$ cat config.mk
export PLATFORM = sky130hd
export DESIGN_NAME = sync_status_overhead_adapt
export DESIGN_NICKNAME = d
export VERILOG_FILES = /design/src/ssm_pkg.sv /design/src/sync_status_overhead_adapt.sv
export VERILOG_INCLUDE_DIRS = /design/src /design/src/src
export SDC_FILE = /design/constraint.sdc
export NUM_CORES = 1
export LEC_CHECK = 0
export ABC_AREA = 1
export BUFFER_PORTS_ARGS = -buffer_cell sky130_fd_sc_hd__buf_2
export CORE_ASPECT_RATIO = 0.5
export CORE_MARGIN = 2
export CORE_UTILIZATION = 50
export CTS_BUF_LIST = sky130_fd_sc_hd__clkbuf_8
export CTS_CLUSTER_SIZE = 24
export DETAILED_ROUTE_END_ITERATION = 12
export PLACE_DENSITY = 0.76
export SYNTH_ARGS = -nofsm -noshare
export SYNTH_HDL_FRONTEND = slang
export SYNTH_SLANG_ARGS = --single-unit
export TNS_END_PERCENT = 5
$ cat constraint.sdc
create_clock -name ref_clk -period 1.7 [get_ports ref_clk]
set_input_delay 0.34 -clock ref_clk [delete_from_list [all_inputs] [get_ports ref_clk]]
set_output_delay 0.34 -clock ref_clk [all_outputs]
set_load 0.005 [all_outputs]
$ cat src/ssm_consts.svh
// offsets, field positions, reset values, codes and timing counts of the status overhead adapter
`ifndef SSM_CONSTS_SVH
`define SSM_CONSTS_SVH

// register bus
`define AXI_AW          8
`define REG_CTRL        8'h00
`define REG_CSID        8'h04
`define REG_STATUS      8'h08
`define RESP_OKAY       2'b00
`define RESP_SLVERR     2'b10

// control register fields
`define CTRL_MARKER     0
`define CTRL_SSM_DIS    1
`define CTRL_QL_EN      2
`define CTRL_SSM_SUPP   3
`define CTRL_W          4
`define CTRL_RST        4'h0

// clock source identifier width and reset value
`define CSID_W          8
`define CSID_RST        8'h00

// positions in the input synchroniser vector
`define SI_FCLK         0
`define SI_TXFS         1
`define SI_TXMFS        2
`define SI_RXFS         3
`define SI_RXMA         4
`define SI_TSF          7
`define SI_W            8

// status codes and timing marker values
`define SSM_PRC         4'h2
`define SSM_SSUT        4'h4
`define SSM_SSUL        4'h8
`define SSM_SEC         4'hb
`define SSM_FORCED      4'hf
`define TM_PRC          1'b0
`define TM_OTHER        1'b1

// alignment and acceptance counts
`define ALIGN_FRAMES    3'd4
`define ACCEPT_HITS     2'd3
`define LAST_FRAME      2'd3

// loss-of-multiframe time, fixed inside the allowed 1 ms to 5 ms span
`define LOM_TIME_US     3000
`define REF_CLK_MHZ     250
`define LOM_CNT_W       20

`endif

$ cat src/ssm_pkg.sv
// types of the status overhead adapter
package ssm_pkg;
`include "ssm_consts.svh"

    // quality levels crossing to and from the distribution layer
    typedef enum logic [2:0] {
        quality_not_supported   = 3'b000,
        primary_reference_level = 3'b001,
        transit_node_level      = 3'b010,
        local_node_level        = 3'b011,
        equipment_clock_level   = 3'b100,
        quality_unknown         = 3'b101
    } ql_t;

    // multiframe alignment states
    typedef enum logic {
        out_of_multiframe_state = 1'b0,
        in_multiframe_state     = 1'b1
    } align_t;

    // the whole state of the adapter
    typedef struct packed {
        logic [`SI_W-1:0]      s1;
        logic [`SI_W-1:0]      s2;
        logic                  clk_prev;
        logic                  awready;
        logic                  wready;
        logic                  bvalid;
        logic [1:0]            bresp;
        logic                  aw_got;
        logic                  w_got;
        logic [`AXI_AW-1:0]    awaddr;
        logic [31:0]           wdata;
        logic [3:0]            wstrb;
        logic                  arready;
        logic                  rvalid;
        logic [1:0]            rresp;
        logic [31:0]           rdata;
        logic [`CTRL_W-1:0]    ctrl;
        logic [`CSID_W-1:0]    csid;
        logic [1:0]            tx_idx;
        logic [3:0]            tx_code;
        logic [2:0]            tx_ma;
        align_t                align;
        logic [1:0]            rx_last;
        logic [2:0]            ok_cnt;
        logic [2:0]            rx_shift;
        logic [3:0]            cand_code;
        logic [1:0]            code_hits;
        logic [3:0]            acc_code;
        logic                  cand_mark;
        logic [1:0]            mark_hits;
        logic                  acc_mark;
        logic [`LOM_CNT_W-1:0] lom_cnt;
        logic                  defect;
        ql_t                   ql_out;
        logic [`CSID_W-1:0]    cs_out;
        logic [`CSID_W-1:0]    rcs_out;
        logic                  ssf;
        logic                  cause;
        logic                  ck_out;
    } state_t;

endpackage

$ cat src/sync_status_overhead_adapt.sv
// synchronization status message insertion and extraction in overhead bits 6..8
//
// Added by the designer: the placing of the registers and register access over AXI4-Lite.
`timescale 1ns/1ps
module sync_status_overhead_adapt
    import ssm_pkg::*;
#(
    parameter int LOM_CYCLES = `LOM_TIME_US * `REF_CLK_MHZ
) (
    // clock and reset
    input  wire logic                  ref_clk,
    input  wire logic                  resetn,
    // register bus
    input  wire logic [`AXI_AW-1:0]    s_axi_awaddr,
    input  wire logic                  s_axi_awvalid,
    output logic                       s_axi_awready,
    input  wire logic [31:0]           s_axi_wdata,
    input  wire logic [3:0]            s_axi_wstrb,
    input  wire logic                  s_axi_wvalid,
    output logic                       s_axi_wready,
    output logic [1:0]                 s_axi_bresp,
    output logic                       s_axi_bvalid,
    input  wire logic                  s_axi_bready,
    input  wire logic [`AXI_AW-1:0]    s_axi_araddr,
    input  wire logic                  s_axi_arvalid,
    output logic                       s_axi_arready,
    output logic [31:0]                s_axi_rdata,
    output logic [1:0]                 s_axi_rresp,
    output logic                       s_axi_rvalid,
    input  wire logic                  s_axi_rready,
    // frame timing from the link, asynchronous
    input  wire logic                  frame_clk,
    input  wire logic                  frame_start_tick,
    input  wire logic                  multiframe_start_tick,
    // source side: distribution layer in, overhead bits out
    input  ql_t                        quality_level_in,
    input  wire logic [`CSID_W-1:0]    clock_source_id,
    input  wire logic [`CSID_W-1:0]    remote_clock_source_id,
    output logic [2:0]                 tx_overhead_bits,
    // sink side: overhead bits in, asynchronous
    input  wire logic                  rx_frame_start_tick,
    input  wire logic [2:0]            rx_overhead_bits,
    input  wire logic                  trail_signal_fail,
    // sink side outputs to the distribution layer
    output ql_t                        quality_level_out,
    output logic [`CSID_W-1:0]         sink_clock_source_id,
    output logic [`CSID_W-1:0]         sink_remote_clock_source_id,
    output logic                       server_signal_fail_out,
    output logic                       sync_clock_out,
    output logic                       multiframe_loss_cause,
    output logic                       multiframe_loss_defect,
    output logic                       in_multiframe
);

    // ************************************************************
    // functions
    // ************************************************************

    // word decode shared by read and write paths; 3 means unmapped
    function automatic logic [1:0] reg_decode(input logic [`AXI_AW-1:0] addr);
        logic [1:0] sel;
        sel = 2'd3;
        if (addr == `REG_CTRL) begin
            sel = 2'd0;
        end else if (addr == `REG_CSID) begin
            sel = 2'd1;
        end else if (addr == `REG_STATUS) begin
            sel = 2'd2;
        end
        return sel;
    endfunction

    // quality level to status code; unlisted levels send the all-ones code
    function automatic logic [3:0] ssm_encode(input ql_t ql);
        logic [3:0] code;
        case (ql)
            primary_reference_level: code = `SSM_PRC;
            transit_node_level:      code = `SSM_SSUT;
            local_node_level:        code = `SSM_SSUL;
            equipment_clock_level:   code = `SSM_SEC;
            default:                 code = `SSM_FORCED;
        endcase
        return code;
    endfunction

    // received status code back to a quality level
    function automatic ql_t ssm_decode(input logic [3:0] code);
        ql_t ql;
        case (code)
            `SSM_PRC:  ql = primary_reference_level;
            `SSM_SSUT: ql = transit_node_level;
            `SSM_SSUL: ql = local_node_level;
            `SSM_SEC:  ql = equipment_clock_level;
            default:   ql = quality_unknown;
        endcase
        return ql;
    endfunction

    // ************************************************************
    // state
    // ************************************************************

    localparam logic [`LOM_CNT_W-1:0] LOM_LAST = `LOM_CNT_W'(LOM_CYCLES - 1);

    state_t s_r;
    state_t s_nxt;

    // ************************************************************
    // next state
    // ************************************************************

    // all behaviour in one pass; the frame edge gates every overhead bit sent or taken in, not the loss timer
    always_comb begin
        logic       fedge;
        logic       marker;
        logic       ssm_dis;
        logic       ql_en;
        logic       supp;
        logic       forced;
        logic [1:0] fidx;
        logic [3:0] new_code;
        logic [3:0] code_use;
        logic       new_mark;
        logic       sink_en;
        logic       mark_en;
        logic [1:0] ind;
        logic       b8;
        logic       seq_ok;
        logic [3:0] rx_code;
        fedge    = 1'b0;
        marker   = 1'b0;
        ssm_dis  = 1'b0;
        ql_en    = 1'b0;
        supp     = 1'b0;
        forced   = 1'b0;
        fidx     = 2'd0;
        new_code = 4'h0;
        code_use = 4'h0;
        new_mark = 1'b0;
        sink_en  = 1'b0;
        mark_en  = 1'b0;
        ind      = 2'd0;
        b8       = 1'b0;
        seq_ok   = 1'b0;
        rx_code  = 4'h0;
        s_nxt    = s_r;

        // two-stage synchronisers; only stage two is looked at below
        s_nxt.s1 = {trail_signal_fail, rx_overhead_bits, rx_frame_start_tick,
                    multiframe_start_tick, frame_start_tick, frame_clk};
        s_nxt.s2 = s_r.s1;
        s_nxt.clk_prev = s_r.s2[`SI_FCLK];
        fedge = s_r.s2[`SI_FCLK] & ~s_r.clk_prev;

        marker  = s_r.ctrl[`CTRL_MARKER];
        ssm_dis = s_r.ctrl[`CTRL_SSM_DIS];
        ql_en   = s_r.ctrl[`CTRL_QL_EN];
        supp    = s_r.ctrl[`CTRL_SSM_SUPP];

        // write channel: address and data taken in either order
        if (s_axi_awvalid && s_r.awready) begin
            s_nxt.aw_got = 1'b1;
            s_nxt.awaddr = s_axi_awaddr;
        end
        if (s_axi_wvalid && s_r.wready) begin
            s_nxt.w_got = 1'b1;
            s_nxt.wdata = s_axi_wdata;
            s_nxt.wstrb = s_axi_wstrb;
        end
        if (s_r.bvalid && s_axi_bready) begin
            s_nxt.bvalid = 1'b0;
        end
        if (s_nxt.aw_got && s_nxt.w_got && !s_r.bvalid) begin
            s_nxt.bresp = `RESP_OKAY;
            case (reg_decode(s_nxt.awaddr))
                2'd0: if (s_nxt.wstrb[0]) s_nxt.ctrl = s_nxt.wdata[`CTRL_W-1:0];
                2'd1: if (s_nxt.wstrb[0]) s_nxt.csid = s_nxt.wdata[`CSID_W-1:0];
                2'd2: s_nxt.bresp = `RESP_OKAY;   // status is read-only, write ignored
                default: s_nxt.bresp = `RESP_SLVERR;
            endcase
            s_nxt.bvalid = 1'b1;
            s_nxt.aw_got = 1'b0;
            s_nxt.w_got  = 1'b0;
        end
        // one write at a time: hold both channels until the response is gone
        s_nxt.awready = !s_nxt.aw_got && !s_nxt.bvalid;
        s_nxt.wready  = !s_nxt.w_got && !s_nxt.bvalid;

        // read channel: data captured at the address edge
        if (s_r.rvalid && s_axi_rready) begin
            s_nxt.rvalid = 1'b0;
        end
        if (s_axi_arvalid && s_r.arready) begin
            s_nxt.rvalid = 1'b1;
            s_nxt.rresp  = `RESP_OKAY;
            s_nxt.rdata  = 32'h0000_0000;
            case (reg_decode(s_axi_araddr))
                2'd0: s_nxt.rdata[`CTRL_W-1:0] = s_r.ctrl;
                2'd1: s_nxt.rdata[`CSID_W-1:0] = s_r.csid;
                2'd2: s_nxt.rdata[7:0] = {1'b0, s_r.ql_out, s_r.ssf, s_r.cause, s_r.defect, s_r.align};
                default: s_nxt.rresp = `RESP_SLVERR;
            endcase
        end
        s_nxt.arready = !s_nxt.rvalid;

        // ********************************************************
        // source
        // ********************************************************

        forced   = !ql_en || (remote_clock_source_id == clock_source_id) || ssm_dis;
        new_code = ssm_encode(quality_level_in);
        new_mark = (quality_level_in == primary_reference_level) ? `TM_PRC : `TM_OTHER;
        if (forced) begin
            new_code = `SSM_FORCED;
            new_mark = 1'b1;
        end
        if (fedge && s_r.s2[`SI_TXFS]) begin
            // indicator is the plain frame index, shared by any parallel generator
            fidx = s_r.s2[`SI_TXMFS] ? 2'd0 : s_r.tx_idx + 2'd1;
            s_nxt.tx_idx = fidx;
            // code only changes at the boundary
            code_use = (fidx == 2'd0) ? new_code : s_r.tx_code;
            if (fidx == 2'd0) begin
                s_nxt.tx_code = new_code;
            end
            if (marker) begin
                s_nxt.tx_ma = {2'b00, new_mark};
            end else begin
                s_nxt.tx_ma = {fidx, code_use[2'd3 - fidx]};
            end
        end

        // ********************************************************
        // sink
        // ********************************************************

        sink_en = ql_en && supp && !marker;
        mark_en = ql_en && supp && marker;
        ind = s_r.s2[`SI_RXMA+2 -: 2];
        b8  = s_r.s2[`SI_RXMA];
        seq_ok = (ind == s_r.rx_last + 2'd1);
        rx_code = {s_r.rx_shift, b8};

        if (!sink_en) begin
            s_nxt.align  = out_of_multiframe_state;
            s_nxt.ok_cnt = 3'd0;
        end else if (fedge && s_r.s2[`SI_RXFS]) begin
            s_nxt.rx_last = ind;
            // bit 8 collected as code bits
            s_nxt.rx_shift = rx_code[2:0];
            if (s_r.align == in_multiframe_state) begin
                if (!seq_ok) begin
                    s_nxt.align  = out_of_multiframe_state;
                    s_nxt.ok_cnt = 3'd0;
                end
            end else begin
                s_nxt.ok_cnt = seq_ok ? s_r.ok_cnt + 3'd1 : 3'd0;
                if (seq_ok && (s_r.ok_cnt + 3'd1 == `ALIGN_FRAMES)) begin
                    s_nxt.align = in_multiframe_state;
                end
            end
            if (s_nxt.align == in_multiframe_state && ind == `LAST_FRAME) begin
                if (rx_code == s_r.cand_code) begin
                    if (s_r.code_hits != `ACCEPT_HITS) s_nxt.code_hits = s_r.code_hits + 2'd1;
                end else begin
                    s_nxt.cand_code = rx_code;
                    s_nxt.code_hits = 2'd1;
                end
                if (s_nxt.code_hits == `ACCEPT_HITS) s_nxt.acc_code = s_nxt.cand_code;
            end
        end

        if (mark_en && fedge && s_r.s2[`SI_RXFS]) begin
            if (b8 == s_r.cand_mark) begin
                if (s_r.mark_hits != `ACCEPT_HITS) s_nxt.mark_hits = s_r.mark_hits + 2'd1;
            end else begin
                s_nxt.cand_mark = b8;
                s_nxt.mark_hits = 2'd1;
            end
            if (s_nxt.mark_hits == `ACCEPT_HITS) s_nxt.acc_mark = s_nxt.cand_mark;
        end

        if (!ql_en || !supp) begin
            s_nxt.ql_out = quality_not_supported;
        end else if (marker) begin
            // a set marker only says "not primary"; report the lowest level it covers
            s_nxt.ql_out = (s_r.acc_mark == `TM_PRC) ? primary_reference_level : equipment_clock_level;
        end else begin
            s_nxt.ql_out = ssm_decode(s_r.acc_code);
        end

        if (sink_en && s_r.align == out_of_multiframe_state) begin
            if (s_r.lom_cnt == LOM_LAST) begin
                s_nxt.defect = 1'b1;
            end else begin
                s_nxt.lom_cnt = s_r.lom_cnt + `LOM_CNT_W'(1);
            end
        end else begin
            s_nxt.lom_cnt = '0;
        end
        if (!sink_en || s_nxt.align == in_multiframe_state) begin
            s_nxt.defect = 1'b0;
        end

        s_nxt.ssf = s_r.defect | s_r.s2[`SI_TSF];
        s_nxt.cause = s_r.defect & ~s_r.s2[`SI_TSF];
        s_nxt.cs_out  = s_r.csid;
        s_nxt.rcs_out = s_r.csid;
        // clock pass-through, three register stages late (two sync stages and the output register)
        s_nxt.ck_out = s_r.s2[`SI_FCLK];
    end

    // ************************************************************
    // registers
    // ************************************************************

    // reset loads constants only; accepted code starts as the all-ones pattern
    always_ff @(posedge ref_clk or negedge resetn) begin
        if (!resetn) begin
            s_r           <= '0;
            s_r.ctrl      <= `CTRL_RST;
            s_r.csid      <= `CSID_RST;
            s_r.tx_code   <= `SSM_FORCED;
            s_r.tx_ma     <= 3'b001;
            s_r.acc_code  <= `SSM_FORCED;
            s_r.cand_code <= `SSM_FORCED;
            s_r.acc_mark  <= 1'b1;
            s_r.cand_mark <= 1'b1;
        end else begin
            s_r <= s_nxt;
        end
    end

    // outputs straight from the state register
    assign s_axi_awready               = s_r.awready;
    assign s_axi_wready                = s_r.wready;
    assign s_axi_bvalid                = s_r.bvalid;
    assign s_axi_bresp                 = s_r.bresp;
    assign s_axi_arready               = s_r.arready;
    assign s_axi_rvalid                = s_r.rvalid;
    assign s_axi_rdata                 = s_r.rdata;
    assign s_axi_rresp                 = s_r.rresp;
    assign tx_overhead_bits            = s_r.tx_ma;
    assign quality_level_out           = s_r.ql_out;
    assign sink_clock_source_id        = s_r.cs_out;
    assign sink_remote_clock_source_id = s_r.rcs_out;
    assign server_signal_fail_out      = s_r.ssf;
    assign sync_clock_out              = s_r.ck_out;
    assign multiframe_loss_cause       = s_r.cause;
    assign multiframe_loss_defect      = s_r.defect;
    assign in_multiframe               = s_r.align;

endmodule // sync_status_overhead_adapt

==> results of run 1 <==
## through the flow
stage / std cells / TNS, ns / area (µm²)
global route: 1007 / -1.69 / 7490
finish: 1007 / -0.0518 / 7490
CTS: 1003 / -0.205 / 7390
global placement: 966 / -1.89 / 6860
detailed placement: 966 / -3.10 / 6860
floorplan: 719 / -0.104 / 6250
## synth_stat cells, drive strengths merged
library cell / n / area (µm²)
nand2: 166 / 643
dfrtp: 114 / 2850
inv: 96 / 363
o21ai: 72 / 364
buf: 60 / 452
nor2: 41 / 188
nand3: 27 / 140
a21oi: 26 / 130
dfstp: 15 / 394
nor3: 13 / 87.6
ha: 10 / 125
or2: 9 / 56.3
xnor2: 9 / 78.8
nand4: 7 / 50.1
nor4: 7 / 58.8
and2: 4 / 25.0
o211ai: 3 / 27.5
xor2: 3 / 26.3
a22o: 2 / 17.5
a31oi: 2 / 12.5
o22ai: 2 / 12.5
a21boi: 1 / 7.51
clkbuf: 1 / 3.75
conb: 1 / 3.75
mux2i: 1 / 10.0
nand3b: 1 / 7.51
o21a: 1 / 7.51
## path summary, 6_finish.rpt
check	slack, ns	startpoint	depth (start not counted)	to
min	0.03	rx_overhead_bits[2]	1	s_nxt[181]
min in group asynchronous	0.38	resetn	2	s_r[160]
max reg2reg	-0.02	s_axi_awready	9	s_nxt[10]
min reg2reg	0.34	s_nxt[179]	0	s_r[179]
max	-0.02	s_axi_awready	9	s_nxt[10]
max in group asynchronous	0.69	resetn	3	s_r[53]
## power breakdown
group	switching [mW]	leakage (nW)	internal [mW]
Clock	1.17	0.226	1.61
Combinational	1.07	1.88	0.783
Sequential	0.265	1.60	3.62
## routing by layer
layer  vias to the layer above  part of all wire (%)
met3                        18                   4.8
met5                         -                     0
li1                       2399                     -
met1                      2341                    44
met2                       109                    50
met4                         0                   1.3
## state kept, by name (all words and copies together), names as in the netlist, 3 cells and up
signal	flops
s_r	78
s_nxt	17
tx_overhead_bits	3
sink_remote_clock_source_id	8
quality_level_out	3
s_axi_rdata	8
## what timing repair did
item	in CTS	in global routing
endpoints found under the hold margin	28	4
gates resized for setup	11	17
pin swaps	3	2
hold buffers	4	4
setup endpoints to repair	24	30
buffers inserted	1	0
## cell families (layout without fill, tap and decap cells)
family,count (synthesis),after routing,synth area share (%)
simple gates,275,275,20.4
buf+inv,157,280,13.3
flops,129,129,52.8
compound gates,109,109,9.43
xor+xnor,12,12,1.71
fa+ha+maj,10,10,2.04
other cells,1,26,0.0610
mux,1,1,0.163
## area by class of cell
type,count,area (µm²),area share (%)
Tap cell,165,206,2.76
Sequential cell,129,3250,43.4
Inverter,96,365,4.88
Multi-Input combinational cell,433,2300,30.7
Clock buffer,18,248,3.31
Timing Repair Buffer,152,951,12.7
Clock inverter,14,173,2.31
==> impl_metrics.py, run 1 <==
metrics = {
    "run_status": {
        "outcome": "finished, violations left",
        "failed_checks": "negative setup slack",
    },
    "flow_run": {
        "cap_violations": 0,
    },
    "synthesis": {
        "yosysUniqueCellTypes": 45,
        "yosysWarningCount": 0,
        "syn_area_mm2": 0.00614,
        "synthCells": 694,
        "synth_seq_cells": 129,
        "synth.avg_cell_area_um2": 8.85,
        "synth_seq_area_share_pct": 52.8,
    },
    "global_route": {
        "busiest_layer": "met2",
        "grt-ovfl-total": 0,
        "use_met3_pct": 6.49,
        "use_met1_pct": 25.0,
        "antenna_found_initial": 0,
        "track_usage_pct": 20.9,
        "grt_max_degree": 50,
        "grt_pass1_wl_mm": 21.5,
        "gr-usage-met2_pct": 37.8,
        "first_global_vias": 4723,
    },
    "critical_path": {
        "path_cells": "nand2_4, inv_6, nand2_2, nand2_4, nor4_4, nand4_2, buf_4, o21ai_0, nand2_1",
        "critPathRequiredTime_ns": 2.03,
        "arrival_ns": 2.05,
        "cp_top_family": "simple AND/OR/NAND/NOR gates",
        "cpMostUsedCell": "nand2_4",
        "cp_max_fo": 8,
        "path_class": "register to register",
        "slowest_stage": "dfrtp_1",
        "critPathLaunchType": "register",
        "path_buf_inv": 2,
        "end_kind": "register",
        "crit_path_max_incr_delay_ns": 0.41,
    },
    "timing": {
        "layout_min_cycle_time_ns": 1.72,
        "period_share_pct": 101,
        "rsz0062_at_grt": "true",
        "setup_violations": 6,
        "worst_slack_ns": -0.0220,
        "whs_ns": 0.0259,
        "finClkSkew_ns": 0.0129,
        "drv_slew": 0,
        "timing.fmax_mhz": 581,
        "hold_viol": 0,
    },
    "cts": {
        "insertion_delay_ns": 0.44,
        "cts_buffers": 17,
        "cts_tree": "yes",
        "cts_max_path_buffers": 2,
        "clkTransAtPathRegs_ns": 0.07,
        "htreeDepth": 4,
        "clkSinkCount": 129,
        "cts_root_buf": "clkbuf_8",
    },
    "power_and_ir_drop": {
        "power_mw": 8.52,
        "cellPowerDensity_mw_per_mm2": 1140,
        "p_leak_nw": 3.70,
        "peakVddDrop_mv": 0.520,
    },
    "route": {
        "wl_per_cell_um": 12.8,
        "vias": 4867,
        "drtAntennaViolNets": 0,
        "drc": 0,
        "vias_per_cell": 4.83,
        "dr.pass1.iters": 5,
        "drt_iter0_markers": 200,
        "wirelength_mm": 12.9,
    },
    "die": {
        "die_y_um": 82.4,
        "core_area_mm2": 0.0119,
        "rows": 28,
        "die_w_um": 161,
        "start_util_pct": 51.6,
        "io_pins": 154,
        "fp.dieArea_mm2": 0.0132,
    },
    "placement": {
        "gp_congestion": 0.853,
        "post-dp-hpwl_mm": 9.59,
        "pre_cts_ws_ns": -0.237,
        "port_buffers": 100,
    },
    "layout": {
        "final_cell_mix": "nand2_1, dfrtp_1, buf_2",
        "drive_gt1_share_pct": 28.3,
        "mostFrequentLayoutCell": "nand2_1",
        "diodes": 0,
        "fillers": 994,
        "area_growth_pct": 21.9,
        "post-route-util_pct": 62.9,
        "fin_nets": 925,
    },
    "hold_path": {
        "hp-class": "primary input to register",
    },
}
Note: power is estimated with default switching activity, not from simulation.
==> run 2, diff against run 1 <==
--- a/config.mk
+++ b/config.mk
@@ -8,13 +8,14 @@
 export LEC_CHECK = 0
 export ABC_AREA = 1
 export BUFFER_PORTS_ARGS = -buffer_cell sky130_fd_sc_hd__buf_2
-export CORE_ASPECT_RATIO = 0.5
+export CORE_ASPECT_RATIO = 1.25
 export CORE_MARGIN = 2
 export CORE_UTILIZATION = 50
 export CTS_BUF_LIST = sky130_fd_sc_hd__clkbuf_8
 export CTS_CLUSTER_SIZE = 24
 export DETAILED_ROUTE_END_ITERATION = 12
 export PLACE_DENSITY = 0.76
+export SLEW_MARGIN = 15
 export SYNTH_ARGS = -nofsm -noshare
 export SYNTH_HDL_FRONTEND = slang
 export SYNTH_SLANG_ARGS = --single-unit
==> impl_metrics.py, run 2 (synthesized netlist as in run 1, its figures left out) <==
metrics = {
    "placement": {
        "post-dp-hpwl_mm": 9.31,
        "port_buffers": 100,
        "gp_congestion": 0.842,
        "placed_cell_area_mm2": 0.00689,
    },
    "hold_path": {
        "min_from": "s_axi_wdata[5]",
        "hp-class": "primary input to register",
    },
    "critical_path": {
        "arrival_ns": 2.10,
        "cp_max_fo": 7,
        "critPathRequiredTime_ns": 2.07,
        "path_class": "register to register",
        "crit_start": "s_axi_awready",
        "critPathLaunchType": "register",
        "end_kind": "register",
        "r2r_start": "s_axi_awready",
    },
    "layout": {
        "largest_reg_flops": 78,
        "regArea_mm2": 0.00325,
        "final_cell_mix": "nand2_1, dfrtp_1, buf_2",
        "diodes": 0,
        "top_register": "s_r",
        "area_growth_pct": 21.9,
        "fillers": 1044,
        "multi_input_area_mm2": 0.00229,
        "fin_nets": 930,
        "mostFrequentLayoutCell": "nand2_1",
        "drive_gt1_share_pct": 29.0,
        "stdcell_area_mm2": 0.00749,
    },
    "global_route": {
        "track_usage_pct": 20.4,
        "grt-ovfl-total": 0,
        "grt_pass1_wl_mm": 20.8,
        "first_global_vias": 4730,
        "grt_max_degree": 39,
        "antenna_found_initial": 0,
    },
    "timing": {
        "timing.fmax_mhz": 579,
        "worst_slack_ns": -0.0264,
        "drv_slew": 0,
        "hold_viol": 0,
        "period_share_pct": 102,
        "layout_min_cycle_time_ns": 1.73,
        "rsz0062_at_grt": "true",
        "setup_violations": 8,
        "finClkSkew_ns": 0.0150,
    },
    "cts": {
        "cts_tree": "yes",
        "cts_max_path_buffers": 2,
        "cts_buffers": 17,
        "insertion_delay_ns": 0.45,
        "clkSinkCount": 129,
        "clkTransAtPathRegs_ns": 0.08,
        "cts_root_buf": "clkbuf_8",
        "cts_setup_buffers": 0,
        "htreeDepth": 4,
    },
    "route": {
        "dr.pass1.iters": 4,
        "wirelength_mm": 12.4,
        "vias_per_cell": 4.71,
        "drt-met1-wl_mm": 5.18,
        "drc": 0,
        "routed-wl-met2_mm": 6.40,
        "highest-signal-layer": "met4",
        "drtAntennaViolNets": 0,
        "drt_iter0_markers": 198,
        "vias": 4765,
        "wl_met3_um": 613,
        "wl_per_cell_um": 12.3,
    },
    "die": {
        "die_w_um": 103,
        "start_util_pct": 51.0,
        "fp.dieArea_mm2": 0.0132,
        "core_area_mm2": 0.0120,
        "die_y_um": 128,
        "io_pins": 154,
        "rows": 45,
    },
    "run_status": {
        "failed_checks": "negative setup slack",
        "outcome": "finished, violations left",
    },
    "power_and_ir_drop": {
        "cellPowerDensity_mw_per_mm2": 1110,
        "peakVddDrop_mv": 0.610,
        "power_mw": 8.32,
        "p_leak_nw": 3.69,
    },
    "flow_run": {
        "cap_violations": 0,
    },
}
## run 2: cell count changes in the layout (fill, tap and decap cells not counted), moves of 2 or more
cell | previous run | this run
nand2_2 | 7 | 13
nand2_1 | 157 | 152
clkinv_2 | 5 | 1
inv_6 | 1 | 5
buf_4 | 42 | 45
buf_6 | 0 | 2
bufinv_16 | 4 | 2
clkinv_4 | 1 | 3
## run 2: critical path, stage by stage (launching register included)
cell	delay (ns)
dfrtp_1	0.42
nand2_4	0.14
inv_6	0.05
nand2_2	0.05
nand2_2	0.06
nor4_4	0.30
nand4_2	0.20
nor2_4	0.17
buf_6	0.14
nand2_2	0.05
o21ai_1	0.07
## run 2: final cells by class
cell class,count,area share (%)
inverter,96,4.88
tap,164,2.74
clock inverter,15,2.14
multi-input combinational,433,30.6
clock buffer,17,3.12
timing repair buffer,157,13.2
sequential,129,43.4
## run 2: stage by stage
stage          hold slack [ns]  instances  setup slack, ns  setup TNS [ns]  util (%)
2_1_floorplan           0.0444        719          -0.0296          -0.104         -
3_3_place_gp             0.314        970           -0.226           -2.36      57.2
5_1_grt                  0.119       1011           -0.147           -1.81      62.2
4_1_cts                 0.0939       1011          -0.0669          -0.565      61.5
6_report                 0.133       1011          -0.0264          -0.118      62.2
3_5_place_dp             0.318        970           -0.261           -3.00      57.2
## run 2: timing repair
item / CTS / global route
endpoints found under the setup margin: 18 / 34
hold buffers: 9 / 0
hold endpoints to repair: 34 / 0
pin swaps: 4 / 8
resized for setup: 10 / 22
## run 2: worst paths after layout
check	slack (ns)	cells past startpoint	end
min in group asynchronous	0.37	2	s_axi_rresp[1]
worst min register to register	0.35	0	s_r[181]
worst max-delay path	-0.03	10	s_nxt[5]
worst min-delay path	0.13	3	s_r[132]
max in group asynchronous	0.68	3	s_r[56]
worst max register to register	-0.03	10	s_nxt[5]
## run 2: routing by layer
| metal | track usage [%] | vias to the layer above |
|---|---|---|
| li1 | - | 2420 |
| met1 | 24.7 | 2207 |
| met2 | 34.3 | 117 |
| met3 | 5.29 | 21 |
| met4 | 8.28 | 0 |
| met5 | 0 | - |
## run 2: where the power goes
part	switching [mW]	total [mW]	leakage, nW	internal, mW
Clock	1.26	2.58	0.202	1.32
Combinational	1.07	1.87	1.90	0.801
Sequential	0.257	3.87	1.60	3.61
Total	2.59	8.32	3.69	5.74
